## src/socf_pkg.sv

```systemverilog
/*
 package for the sensor output configuration bank: register byte addresses,
 field positions, reset values and typical gain/range lookup data.
 assumes a 32-bit apb slave with one aligned word per register.
*/
package socf_pkg;
   // printed offsets are not all multiples of four: they are word indices
   localparam logic [7:0] SOCF_IDX_GAIN = 8'h08;
   localparam logic [7:0] SOCF_IDX_MODE = 8'h1c;
   localparam logic [7:0] SOCF_IDX_TRIM = 8'h1d;
   localparam logic [7:0] SOCF_IDX_SCRL = 8'h1f;
   localparam logic [7:0] SOCF_IDX_MULT = 8'h0a;
   localparam logic [7:0] SOCF_IDX_SENT = 8'h1e;
   localparam logic [7:0] SOCF_IDX_STAT = 8'h20;
   localparam logic [9:0] SOCF_ADDR_GAIN = {SOCF_IDX_GAIN, 2'b00};
   localparam logic [9:0] SOCF_ADDR_MODE = {SOCF_IDX_MODE, 2'b00};
   localparam logic [9:0] SOCF_ADDR_TRIM = {SOCF_IDX_TRIM, 2'b00};
   localparam logic [9:0] SOCF_ADDR_SCRL = {SOCF_IDX_SCRL, 2'b00};
   localparam logic [9:0] SOCF_ADDR_MULT = {SOCF_IDX_MULT, 2'b00};
   localparam logic [9:0] SOCF_ADDR_SENT = {SOCF_IDX_SENT, 2'b00};
   localparam logic [9:0] SOCF_ADDR_STAT = {SOCF_IDX_STAT, 2'b00};
   localparam int SOCF_GAIN_LSB = 2;
   localparam int SOCF_PROTO_BIT = 3;
   localparam int SOCF_OVT_BIT = 10;
   localparam int SOCF_SCRS_LSB = 12;
   localparam int SOCF_NIB_LSB = 3;
   localparam logic [3:0] SOCF_GAIN_RST = 4'h0;
   localparam logic [11:0] SOCF_MULT_RST = 12'h800;
   localparam logic [1:0] SOCF_NIB_RST = 2'h0;
   localparam logic SOCF_PROTO_SENT = 1'b0;
   localparam logic SOCF_PROTO_PWM = 1'b1;
   // typical gain, thousandths of %fso per gauss, indexed by coarse code
   localparam logic [15:0] SOCF_GAIN_TAB [16] = '{
      16'h0064, 16'h014d, 16'h00fa, 16'h00c8, 16'h00a7, 16'h007d, 16'h0050, 16'h0043,
      16'h0039, 16'h0032, 16'h0028, 16'h0021, 16'h001d, 16'h0019, 16'h0032, 16'h0016};
   // typical range, +/- gauss, indexed by coarse code
   localparam logic [11:0] SOCF_RANGE_TAB [16] = '{
      12'h1f4, 12'h096, 12'h0c8, 12'h0fa, 12'h12c, 12'h190, 12'h271, 12'h2ee,
      12'h36b, 12'h3e8, 12'h4e2, 12'h5dc, 12'h6d6, 12'h7d0, 12'h064, 12'h8ca};
endpackage

```

## src/socf_bank.sv

```systemverilog
/*
 sensor output configuration bank: apb-programmed fields that steer the
 signal path and output encoder, plus the derived static controls.
 assumes a single 200 mhz clock, synchronous apb master, and a factory
 quiescent default supplied as a static input.
*/
// Decided for this implementation: the APB slave port.
`timescale 1ns/100ps
module socf_bank
   import socf_pkg::*;
(
   input wire logic clk_in,
   input wire logic srst_in,
   input wire logic psel_in,
   input wire logic penable_in,
   input wire logic pwrite_in,
   input wire logic [31:0] paddr_in,
   input wire logic [31:0] pwdata_in,
   input wire logic [3:0] pstrb_in,
   input wire logic signed [11:0] factory_quiescent_default_in,
   output logic [31:0] prdata_out,
   output logic pready_out,
   output logic pslverr_out,
   output logic output_protocol_select_out,
   output logic overvoltage_threshold_select_out,
   output logic signed [11:0] quiescent_offset_out,
   output logic [3:0] coarse_gain_range_select_out,
   output logic [15:0] coarse_gain_out,
   output logic [11:0] field_range_out,
   output logic [27:0] total_gain_out,
   output logic [1:0] nibble_format_out,
   output logic nibble_format_valid_out
);
   logic [3:0] gain_q, gain_d;
   logic proto_q, proto_d;
   logic ovt_q, ovt_d;
   logic [11:0] trim_q, trim_d;
   logic trim_set_q, trim_set_d;
   logic [11:0] scrs_q, scrs_d;
   logic [23:0] scrl_q, scrl_d;
   logic [11:0] mult_q, mult_d;
   logic [1:0] nib_q, nib_d;
   logic [31:0] rdata_q, rdata_d;
   logic rdy_q, rdy_d;
   logic err_q, err_d;
   logic proto_o_q, ovt_o_q, nibv_o_q;
   logic [11:0] qoff_o_q, range_o_q;
   logic [3:0] gain_o_q;
   logic [15:0] cg_o_q;
   logic [27:0] tg_o_q;
   logic [1:0] nib_o_q;
   logic setup, hit, commit;
   logic [9:0] addr;
   logic [15:0] coarse_gain_out_src;

   // merge write data under byte strobes
   function automatic logic [31:0] socf_merge(input logic [31:0] old, input logic [31:0] wd,
                                             input logic [3:0] st);
      logic [31:0] r;
      r = old;
      for (int i = 0; i < 4; i++)
      begin
         if (st[i])
         begin
            r[i*8 +: 8] = wd[i*8 +: 8];
         end
      end
      return r;
   endfunction

   assign addr = paddr_in[9:0];
   // reads latch at the setup edge; pready follows in the access cycle
   assign setup = psel_in && !penable_in;
   // writes land only at the access edge where pready is seen high
   assign commit = psel_in && penable_in && rdy_q && pwrite_in && hit;
   assign hit = (paddr_in[31:10] == 22'h0) &&
      (addr == SOCF_ADDR_GAIN || addr == SOCF_ADDR_MODE || addr == SOCF_ADDR_TRIM ||
       addr == SOCF_ADDR_SCRL || addr == SOCF_ADDR_MULT || addr == SOCF_ADDR_SENT ||
       addr == SOCF_ADDR_STAT);

   always_comb
   begin
      logic [31:0] m;
      m = 32'h0;
      gain_d = gain_q;
      proto_d = proto_q;
      ovt_d = ovt_q;
      trim_d = trim_q;
      trim_set_d = trim_set_q;
      scrs_d = scrs_q;
      scrl_d = scrl_q;
      mult_d = mult_q;
      nib_d = nib_q;
      rdata_d = rdata_q;
      rdy_d = setup;
      err_d = setup && !hit;
      if (commit)
      begin
         unique case (addr)
            SOCF_ADDR_GAIN:
            begin
               m = socf_merge({26'h0, gain_q, 2'b00}, pwdata_in, pstrb_in);
               gain_d = m[SOCF_GAIN_LSB +: 4];
            end
            SOCF_ADDR_MODE:
            begin
               m = socf_merge({21'h0, ovt_q, 6'h0, proto_q, 3'h0}, pwdata_in, pstrb_in);
               proto_d = m[SOCF_PROTO_BIT];
               ovt_d = m[SOCF_OVT_BIT];
            end
            SOCF_ADDR_TRIM:
            begin
               m = socf_merge({8'h0, scrs_q, trim_q}, pwdata_in, pstrb_in);
               trim_d = m[11:0];
               scrs_d = m[SOCF_SCRS_LSB +: 12];
               if (pstrb_in[1:0] != 2'b00)
               begin
                  trim_set_d = 1'b1;
               end
            end
            SOCF_ADDR_SCRL:
            begin
               m = socf_merge({8'h0, scrl_q}, pwdata_in, pstrb_in);
               scrl_d = m[23:0];
            end
            SOCF_ADDR_MULT:
            begin
               m = socf_merge({20'h0, mult_q}, pwdata_in, pstrb_in);
               mult_d = m[11:0];
            end
            SOCF_ADDR_SENT:
            begin
               m = socf_merge({27'h0, nib_q, 3'h0}, pwdata_in, pstrb_in);
               nib_d = m[SOCF_NIB_LSB +: 2];
            end
            default:
            begin
               m = 32'h0;
            end
         endcase
      end
      if (setup)
      begin
         rdata_d = 32'h0;
         if (!pwrite_in)
         begin
            unique case (addr)
               SOCF_ADDR_GAIN: rdata_d = {26'h0, gain_q, 2'b00};
               SOCF_ADDR_MODE: rdata_d = {21'h0, ovt_q, 6'h0, proto_q, 3'h0};
               SOCF_ADDR_TRIM: rdata_d = {8'h0, scrs_q, trim_q};
               SOCF_ADDR_SCRL: rdata_d = {8'h0, scrl_q};
               SOCF_ADDR_MULT: rdata_d = {20'h0, mult_q};
               SOCF_ADDR_SENT: rdata_d = {27'h0, nib_q, 3'h0};
               // status: whether the trim has been programmed
               SOCF_ADDR_STAT: rdata_d = {31'h0, trim_set_q};
               default: rdata_d = 32'h0;
            endcase
         end
      end
   end

   always_ff @(posedge clk_in)
   begin
      if (srst_in)
      begin
         gain_q <= SOCF_GAIN_RST;
         proto_q <= SOCF_PROTO_SENT;
         ovt_q <= 1'b0;
         trim_q <= 12'h0;
         trim_set_q <= 1'b0;
         scrs_q <= 12'h0;
         scrl_q <= 24'h0;
         mult_q <= SOCF_MULT_RST;
         nib_q <= SOCF_NIB_RST;
         rdata_q <= 32'h0;
         rdy_q <= 1'b0;
         err_q <= 1'b0;
      end
      else
      begin
         gain_q <= gain_d;
         proto_q <= proto_d;
         ovt_q <= ovt_d;
         trim_q <= trim_d;
         trim_set_q <= trim_set_d;
         scrs_q <= scrs_d;
         scrl_q <= scrl_d;
         mult_q <= mult_d;
         nib_q <= nib_d;
         rdata_q <= rdata_d;
         rdy_q <= rdy_d;
         err_q <= err_d;
      end
   end

   // derived controls; scratch fields deliberately feed none of them
   logic proto_o_d, ovt_o_d, nibv_o_d;
   logic [11:0] qoff_o_d, range_o_d;
   logic [15:0] cg_o_d;
   logic [27:0] tg_o_d;

   always_comb
   begin
      proto_o_d = proto_q;
      ovt_o_d = ovt_q;
      qoff_o_d = trim_set_q ? trim_q : factory_quiescent_default_in;
      cg_o_d = SOCF_GAIN_TAB[gain_q];
      range_o_d = SOCF_RANGE_TAB[gain_q];
      // multiplier 0x800 is unity, so product carries 11 fraction bits
      tg_o_d = 28'(SOCF_GAIN_TAB[gain_q] * mult_q);
      nibv_o_d = (proto_q == SOCF_PROTO_SENT);
   end

   // outputs follow fields one cycle late; the quiescent output also follows the factory default input while trim is unprogrammed
   always_ff @(posedge clk_in)
   begin
      if (srst_in)
      begin
         proto_o_q <= SOCF_PROTO_SENT;
         ovt_o_q <= 1'b0;
         qoff_o_q <= 12'h0;
         gain_o_q <= SOCF_GAIN_RST;
         cg_o_q <= 16'h0;
         range_o_q <= 12'h0;
         tg_o_q <= 28'h0;
         nib_o_q <= SOCF_NIB_RST;
         nibv_o_q <= 1'b0;
      end
      else
      begin
         proto_o_q <= proto_o_d;
         ovt_o_q <= ovt_o_d;
         qoff_o_q <= qoff_o_d;
         gain_o_q <= gain_q;
         cg_o_q <= cg_o_d;
         range_o_q <= range_o_d;
         tg_o_q <= tg_o_d;
         nib_o_q <= nib_q;
         nibv_o_q <= nibv_o_d;
      end
   end

   assign prdata_out = rdata_q;
   assign pready_out = rdy_q;
   assign pslverr_out = err_q;
   assign output_protocol_select_out = proto_o_q;
   assign overvoltage_threshold_select_out = ovt_o_q;
   assign quiescent_offset_out = qoff_o_q;
   assign coarse_gain_range_select_out = gain_o_q;
   assign coarse_gain_out = cg_o_q;
   assign field_range_out = range_o_q;
   assign total_gain_out = tg_o_q;
   assign nibble_format_out = nib_o_q;
   assign nibble_format_valid_out = nibv_o_q;

   // sampled reset: the edge that releases reset must not start an attempt
   AST_PROTO: assert property (@(posedge clk_in) disable iff ($sampled(srst_in))
      1 |=> output_protocol_select_out == $past(proto_q))
      else $error("protocol output does not follow field");
   AST_TRIM: assert property (@(posedge clk_in) disable iff ($sampled(srst_in))
      trim_set_q |=> quiescent_offset_out == $past(trim_q))
      else $error("programmed trim not applied");
   AST_FACT: assert property (@(posedge clk_in) disable iff ($sampled(srst_in))
      !trim_set_q |=> quiescent_offset_out == $past(factory_quiescent_default_in))
      else $error("factory default not applied");
   AST_SCRL: assert property (@(posedge clk_in) disable iff ($sampled(srst_in))
      !(psel_in && pwrite_in && paddr_in[9:0] == SOCF_ADDR_SCRL) |=> $stable(scrl_q))
      else $error("long scratch changed without write");
   AST_SCRS: assert property (@(posedge clk_in) disable iff ($sampled(srst_in))
      !(commit && addr == SOCF_ADDR_TRIM) |=> $stable(scrs_q))
      else $error("short scratch changed without write");
   AST_SCRX: assert property (@(posedge clk_in) disable iff ($sampled(srst_in))
      $changed(scrs_q) && $stable(trim_q) && $stable(trim_set_q) |=> $stable(quiescent_offset_out))
      else $error("scratch write disturbed offset");
   AST_RANGE: assert property (@(posedge clk_in) disable iff ($sampled(srst_in))
      gain_q == 4'h3 |=> field_range_out == 12'h0fa && coarse_gain_out == 16'h00c8)
      else $error("code 3 range wrong");
   AST_DEFG: assert property (@(posedge clk_in) disable iff ($sampled(srst_in))
      gain_q == 4'h0 |=> coarse_gain_out == 16'h0064)
      else $error("default gain wrong");
   AST_HOLD: assert property (@(posedge clk_in) disable iff ($sampled(srst_in))
      !(commit && addr == SOCF_ADDR_GAIN) |=> $stable(gain_q))
      else $error("coarse code changed without write");
   AST_MULT: assert property (@(posedge clk_in) disable iff ($sampled(srst_in))
      1 |=> total_gain_out == 28'($past(coarse_gain_out_src) * $past(mult_q)))
      else $error("total gain not product");
   AST_NIB: assert property (@(posedge clk_in) disable iff ($sampled(srst_in))
      proto_q |=> !nibble_format_valid_out)
      else $error("nibble format valid in pwm");
   AST_OVT: assert property (@(posedge clk_in) disable iff ($sampled(srst_in))
      !(commit && addr == SOCF_ADDR_MODE) ##1 1 |=>
      $stable(overvoltage_threshold_select_out))
      else $error("threshold select changed without write");
   assign coarse_gain_out_src = SOCF_GAIN_TAB[gain_q];
endmodule

```

## config.mk

```make
export PLATFORM = sky130hd
export DESIGN_NAME = socf_bank
export DESIGN_NICKNAME = d
export VERILOG_FILES = /design/src/socf_pkg.sv /design/src/socf_bank.sv
export SDC_FILE = /design/constraint.sdc
export NUM_CORES = 1
export LEC_CHECK = 0
export BUFFER_PORTS_ARGS = -buffer_cell sky130_fd_sc_hd__buf_2
export CORE_MARGIN = 2
export CORE_UTILIZATION = 45
export CTS_CLUSTER_SIZE = 24
export DETAILED_ROUTE_END_ITERATION = 16
export PLACE_DENSITY = 0.72
export SYNTH_ARGS = -nofsm -noshare
export SYNTH_HDL_FRONTEND = slang
export SYNTH_SLANG_ARGS = --single-unit
export TNS_END_PERCENT = 20
```

## constraint.sdc

```tcl
create_clock -name clk_in -period 6.2 [get_ports clk_in]
set_clock_uncertainty 0.2 [all_clocks]
set_input_delay 0.31 -clock clk_in [delete_from_list [all_inputs] [get_ports clk_in]]
set_output_delay 0.31 -clock clk_in [all_outputs]
set_load 0.1 [all_outputs]
```

==> impl_metrics.json, run 1 <==
{
  "tightest_slew_ps": 1174,
  "gp_congestion": 0.8815,
  "antenna_left": 0,
  "wirelength_mm": 25.90,
  "timing.fmax_mhz": 169.2,
  "critPathRequiredTime_ps": 6320,
  "final_util_pct": 55.21,
  "ys_seq_elements": 160,
  "netlist_area_mm2": 0.01023,
  "ys_seq_area_share_pct": 31.30,
  "critical-path-max-stage-delay_ps": 560,
  "setup_viol": 0,
  "fillers": 1983,
  "io_pins": 196,
  "period_share_pct": 95.30,
  "rsz0062_at_grt": "no",
  "min_path_type": "in -> reg",
  "dieArea_mm2": 0.02396,
  "leakagePower_uw": 0.006056,
  "rows": 55,
  "mostFrequentLayoutCells": "buf_2 (165), dfxtp_1 (160), nand2_1 (114)",
  "cts.clk_slew.worst_paths_ps": 70,
  "multi_input_area_mm2": 0.006321,
  "cp-end-kind": "register",
  "drv_slew": 0,
  "clock-root-buffer": "clkbuf_16",
  "wl_met2_mm": 12.10,
  "cap_viol_max_count": 0,
  "overflow": 0,
  "hold_viol": 0,
  "pwr_density_cell_mw_per_mm2": 195.7,
  "grt_antenna_before_repair": 0,
  "cp_data_arrival_time_ps": 6030,
  "hpwl_mm": 18.42,
  "cts_tree": "yes",
  "min_from": "paddr_in[8]",
  "yosysTopAreaCellShare_pct": 31.30,
  "clock_sinks": 160,
  "hold_end": "gain_q[2]",
  "postSynthCellCount": 1148,
  "avgSynthCellArea_um2": 8.914,
  "layout-drive-gt1-share_pct": 20.47,
  "dr.max_layer_used": "met4",
  "min_period_ps": 5909,
  "h-tree-depth": 4,
  "die_h_um": 154.8,
  "outcome": "finished clean",
  "critPathLaunchType": "register",
  "cp_max_fo": 11,
  "avgViaCountPerCell": 5.300,
  "rrSetupSlack_ps": 290,
  "grt_max_degree": 86,
  "dr_wl_met3_mm": 1.631,
  "fp.dieW_um": 154.8,
  "regArea_mm2": 0.003203,
  "slowest_stage": "fa_1",
  "port_buffers": 166,
  "clockBufferDepth": 2,
  "worstReg2RegEnd": "total_gain_out[21]",
  "async_flop_share_pct": 0,
  "wl_met1_mm": 11.36,
  "path_common_cell": "fa_1",
  "grt_pass1_wl_mm": 42.57,
  "grt_pass1_vias": 8621,
  "syn_to_final_growth_pct": 21.41,
  "hold_path_depth": 4,
  "drc": 0,
  "fin_nets": 1563,
  "slew_headroom_pct": 21.07,
  "path_class": "reg -> reg",
  "hold_ws_ps": 91.85,
  "ir_worst_vdd_mv": 0.1525,
  "layout_commonest_cell": "buf_2",
  "ys_warn_count": 0,
  "yosysUniqueCellTypes": 66,
  "firstDrtPassIters": 5,
  "worstRegToRegCells": 22,
  "synth_edf_count": 0,
  "ys_top_cells_by_area": "dfxtp_1 (31%), fa_1 (14%), ha_1 (8.8%), mux2i_1 (5.9%), nand2_1 (4.2%)",
  "cts_buffers": 17,
  "cp_cell_sequence": "inv_1, buf_4, ha_1, or2_2, a31oi_2, buf_4, buf_4, nand2_1, fa_1, fa_1, inv_1, fa_1, fa_1, inv_1, fa_1, inv_1, ha_1, a21o_1, a31oi_1, nand2b_1, a31oi_1, mux2_2",
  "setup_total_negative_slack_ps": 0,
  "finalPower_uw": 2432,
  "routedWlPerCell_um": 15.85,
  "core_mm2": 0.02250,
  "synth_top_flop_cell": "dfxtp_1",
  "synth_largest_area_cell": "dfxtp_1",
  "grt_usage_pct": 21.90,
  "r2r-start": "gain_q[0]",
  "drtIter0Drc": 500,
  "clk_latency_ps": 440,
  "start_util_pct": 45.48,
  "vias": 8660
}
-- worst max-delay path by stage --
stage	start	to	slack [ps]	cells past startpoint
CTS	gain_q[1]	total_gain_out[19]	240	21
finish	gain_q[0]	total_gain_out[21]	290	22
detailed placement	gain_q[1]	total_gain_out[19]	290	21
floorplan	gain_q[0]	total_gain_out[20]	70	24
global route	gain_q[0]	total_gain_out[21]	9	23
global placement	gain_q[0]	total_gain_out[20]	310	23
-- flip-flops by register name, summed over array words and instances, names as in the netlist, 4 cells and up --
signal,cells
prdata_out,24
scrl_q,24
total_gain_out,23
field_range_out,12
mult_q,12
quiescent_offset_out,12
scrs_q,12
trim_q,12
coarse_gain_out,9
coarse_gain_range_select_out,4
gain_q,4
-- kinds of logic after synthesis --
logic type / share of synthesized area, %
simple gates: 18.35
compound gates: 11.02
mux: 7.629
xor+xnor: 0.7702
other cells: 0.03664
fa+ha+maj: 22.69
flops: 31.30
buf+inv: 8.204
-- synthesized netlist by cell type (2+ instances only) --
cell,number
dfxtp_1,160
a31oi_1,6
a21o_1,7
buf_1,3
buf_2,5
nor2b_1,26
clkinv_1,2
nor2_1,103
inv_1,106
nand3_1,8
nand3b_1,7
and2_1,56
nor3_1,14
nor2_2,3
a22oi_1,15
or3_1,3
a21oi_1,49
a211oi_1,10
o21ai_0,46
nand2_1,114
mux2_2,16
buf_4,20
and4_1,3
a22o_1,12
and3_1,4
o22ai_1,4
fa_1,71
xnor2_1,4
mux2i_1,60
nor4_2,2
a32oi_1,3
a221oi_1,2
nand2b_1,13
o21a_1,3
o21ai_1,7
nor3_4,2
nor3b_1,2
nor4_1,7
xor2_1,5
clkbuf_1,63
nand4_1,6
ha_1,72
-- layout make-up --
class	instances	share of cell area, %
Clock buffer	18	3.454
Multi-Input combinational cell	807	50.88
Sequential cell	160	25.78
Inverter	108	3.263
Timing Repair Buffer	241	12.02
Antenna cell	1	0.02014
Tap cell	285	2.870
Clock inverter	14	1.712
-- per-layer routing --
| metal | up-vias | track usage, % |
|---|---|---|
| met5 | - | 0 |
| met4 | 0 | 9.436 |
| met3 | 65 | 4.259 |
| met2 | 338 | 35.48 |
| met1 | 4129 | 28.63 |
| li1 | 4128 | - |
-- critical path, delay by kind of cell (launching register included) --
family / cells / cell delay (ps)
buffers and inverters: 7 / 730
muxes: 1 / 360
and+or+nand+nor: 3 / 560
DFF: 1 / 340
AOI/OAI and AO/OA: 4 / 830
adders and majority gates: 7 / 2770
-- power by group --
part | total, uW | internal [uW] | switching, uW
registers | 1040 | 1040 | 2.30
logic | 226 | 50.0 | 176
clock network | 1170 | 690 | 478
total | 2430 | 1780 | 656
-- what timing repair did --
item / in CTS / in global routing
endpoints found under the setup margin: 0 / 8
buffers inserted: 0 / 2
hold endpoints to repair: 64 / 0
hold buffers: 36 / 0
resized for setup: 0 / 12
-- per-stage QoR --
stage	setup WS [ps]	cell area, um^2	instances
finish	291.3	12420	1634
global route	8.761	12420	1633
CTS	243.9	12350	1631
detailed placement	293.1	11340	1563
global placement	305.5	11340	1563
floorplan	71.79	10300	1167
Note: power is estimated with default switching activity, not from simulation.
==> inputs of run 2 (changes only) <==
Settings changed: CORE_UTILIZATION 45 to 40, PLACE_DENSITY 0.72 to 0.63.
Clock period 6.2 ns to 7.55 ns, I/O delays scaled along.
==> run 2 against run 1 <==
Compared with the run above: sequential power shrank 18%; worst setup slack gained 580 ps; critical path type unchanged; die area grew 12%; sequential cell count is the same; worst hold slack lost 85 ps.
==> impl_metrics.json, run 2 (synthesized netlist as in run 1, its figures left out) <==
{
  "outcome": "finished clean",
  "clock_sinks": 160,
  "drc": 0,
  "dieArea_mm2": 0.02688,
  "cts_buffers": 17,
  "cts_setup_buffers": 0,
  "fillers": 2370,
  "clk_latency_ps": 440,
  "die_h_um": 164.0,
  "gp_congestion": 0.8710,
  "antenna_cells": 0,
  "hold_viol": 0,
  "leakagePower_uw": 0.005874,
  "rrSetupSlack_ps": 870,
  "io_pins": 196,
  "min_path_type": "in -> reg",
  "clock-root-buffer": "clkbuf_16",
  "rsz0062_at_grt": "no",
  "path_common_cell": "fa_1",
  "power_frac_seq_pct": 43.8,
  "regArea_mm2": 0.003203,
  "cp_cell_sequence": "inv_1, ha_1, nand2_1, nand3_1, o21ai_0, nand2_1, fa_1, fa_1, inv_1, fa_1, fa_1, inv_1, fa_1, inv_1, ha_1, a21oi_1, o21ai_0, a41oi_1, nor4_1, a211oi_1, mux2_2",
  "ir_worst_vdd_mv": 0.1041,
  "tightest_slew_ps": 1169,
  "cp_max_fo": 10,
  "syn_to_final_growth_pct": 18.41,
  "pwr_density_cell_mw_per_mm2": 160.5,
  "setup_total_negative_slack_ps": 0,
  "cap_viol_max_count": 0,
  "slowest_stage": "dfxtp_1",
  "vias": 8344,
  "min_from": "pwdata_in[9]",
  "hold_ws_ps": 7.031,
  "clkPwrFrac_pct": 46.9,
  "cts_tree": "yes",
  "firstDrtPassIters": 5,
  "min_period_ps": 6675,
  "fp.dieW_um": 164.0,
  "setup_viol": 0,
  "layout_commonest_cell": "buf_2",
  "cp_data_arrival_time_ps": 6810,
  "worstRegToRegCells": 21,
  "clockBufferDepth": 2,
  "period_share_pct": 88.41,
  "hold_path_depth": 3,
  "start_util_pct": 40.64,
  "drtIter0Drc": 566,
  "place_inst": 1586,
  "critPathLaunchType": "register",
  "comb_power_share_pct": 9.3,
  "cp-end-kind": "register",
  "grt_pass1_vias": 8002,
  "avgViaCountPerCell": 5.072,
  "hpwl_mm": 18.25,
  "cts.clk_slew.worst_paths_ps": 80,
  "port_buffers": 166,
  "grt_usage_pct": 19.00,
  "internal_power_uw": 1343,
  "grt_antenna_before_repair": 0,
  "antenna_left": 0,
  "critical-path-max-stage-delay_ps": 580,
  "swShare_pct": 30.96,
  "multi_input_area_mm2": 0.006269,
  "crit_start": "gain_q[0]",
  "r2r-start": "gain_q[0]",
  "finalNonFillerCells": 1645,
  "rows": 58,
  "mostFrequentLayoutCells": "buf_2 (165), dfxtp_1 (160), nand2_1 (114)",
  "grt_max_degree": 64,
  "drv_slew": 0,
  "layout-drive-gt1-share_pct": 18.48,
  "critPathRequiredTime_ps": 7690,
  "overflow": 0,
  "switchingPower_uw": 602.2,
  "grt_pass1_wl_mm": 40.50,
  "h-tree-depth": 4,
  "slew_headroom_pct": 21.40,
  "fin_nets": 1530,
  "timing.fmax_mhz": 149.8,
  "routedWlPerCell_um": 15.38,
  "core_mm2": 0.02518,
  "path_class": "reg -> reg",
  "wirelength_mm": 25.30
}
## run 2: cell count changes in the layout (fill, tap and decap cells not counted), moves of 3 or more
| cell | before | now |
|---|---|---|
| buf_4 | 38 | 16 |
| bufinv_16 | 4 | 0 |
| a211oi_2 | 3 | 0 |
| clkinv_8 | 0 | 4 |
| inv_6 | 6 | 2 |
| dlygate4sd3_1 | 36 | 27 |
| a211oi_1 | 7 | 10 |
## run 2: through the flow
| step | utilization [%] | cell area [um^2] | worst slack [ps] | power (uW) |
|---|---|---|---|---|
| finish | 48.12 | 12120 | 874.9 | 1945 |
| global route | 48.12 | 12120 | 509.6 | 2003 |
| CTS | 48.12 | 12120 | 855.0 | 1960 |
| detailed placement | 44.62 | 11240 | 935.9 | 1042 |
| global placement | 44.62 | 11240 | 999.4 | 1042 |
| floorplan | - | 10300 | 1422 | 1010 |
## run 2: final cells by class
type / instances / area share, %
sequential: 160 / 26.43
timing repair buffer: 208 / 10.04
clock buffer: 17 / 3.511
tap: 330 / 3.407
multi-input combinational: 807 / 51.73
clock inverter: 15 / 1.538
inverter: 108 / 3.345
## run 2: per-layer routing
layer  part of all wire, %  up-vias  global-route usage, %
met5                     0        -                      0
met4                   1.3        0                  4.705
met3                   5.5       25                  3.258
met2                    46      262                  30.35
met1                    47     3985                  26.74
li1                      -     4072                      -
## run 2: timing repair
| item | 4_1_cts | 5_1_grt |
|---|---|---|
| endpoints found under the hold margin | 35 | 0 |
| hold buffers | 27 | 0 |
| setup endpoints to repair | 0 | 0 |
| resized for setup | 0 | 0 |
## run 2: path summary, 6_finish.rpt
path / end
max: total_gain_out[20]
max reg2reg: total_gain_out[20]
min reg2reg: nibble_format_valid_out
min: trim_q[9]
## run 2: critical path, delay by kind of cell (launching register included)
| kind | cells | cell delay (ps) |
|---|---|---|
| compound gates | 5 | 1250 |
| simple gates | 4 | 530 |
| mux | 1 | 360 |
| buf+inv | 4 | 420 |
| flops | 1 | 580 |
| fa+ha+maj | 7 | 3230 |
## run 2: power by group through the flow
stage,clock [uW],combinational (uW),sequential (uW)
CTS,927,181,852
detailed placement,0,170,872
finish,912,180,852
global route,961,189,853
floorplan,0,81.9,928
global placement,0,170,872
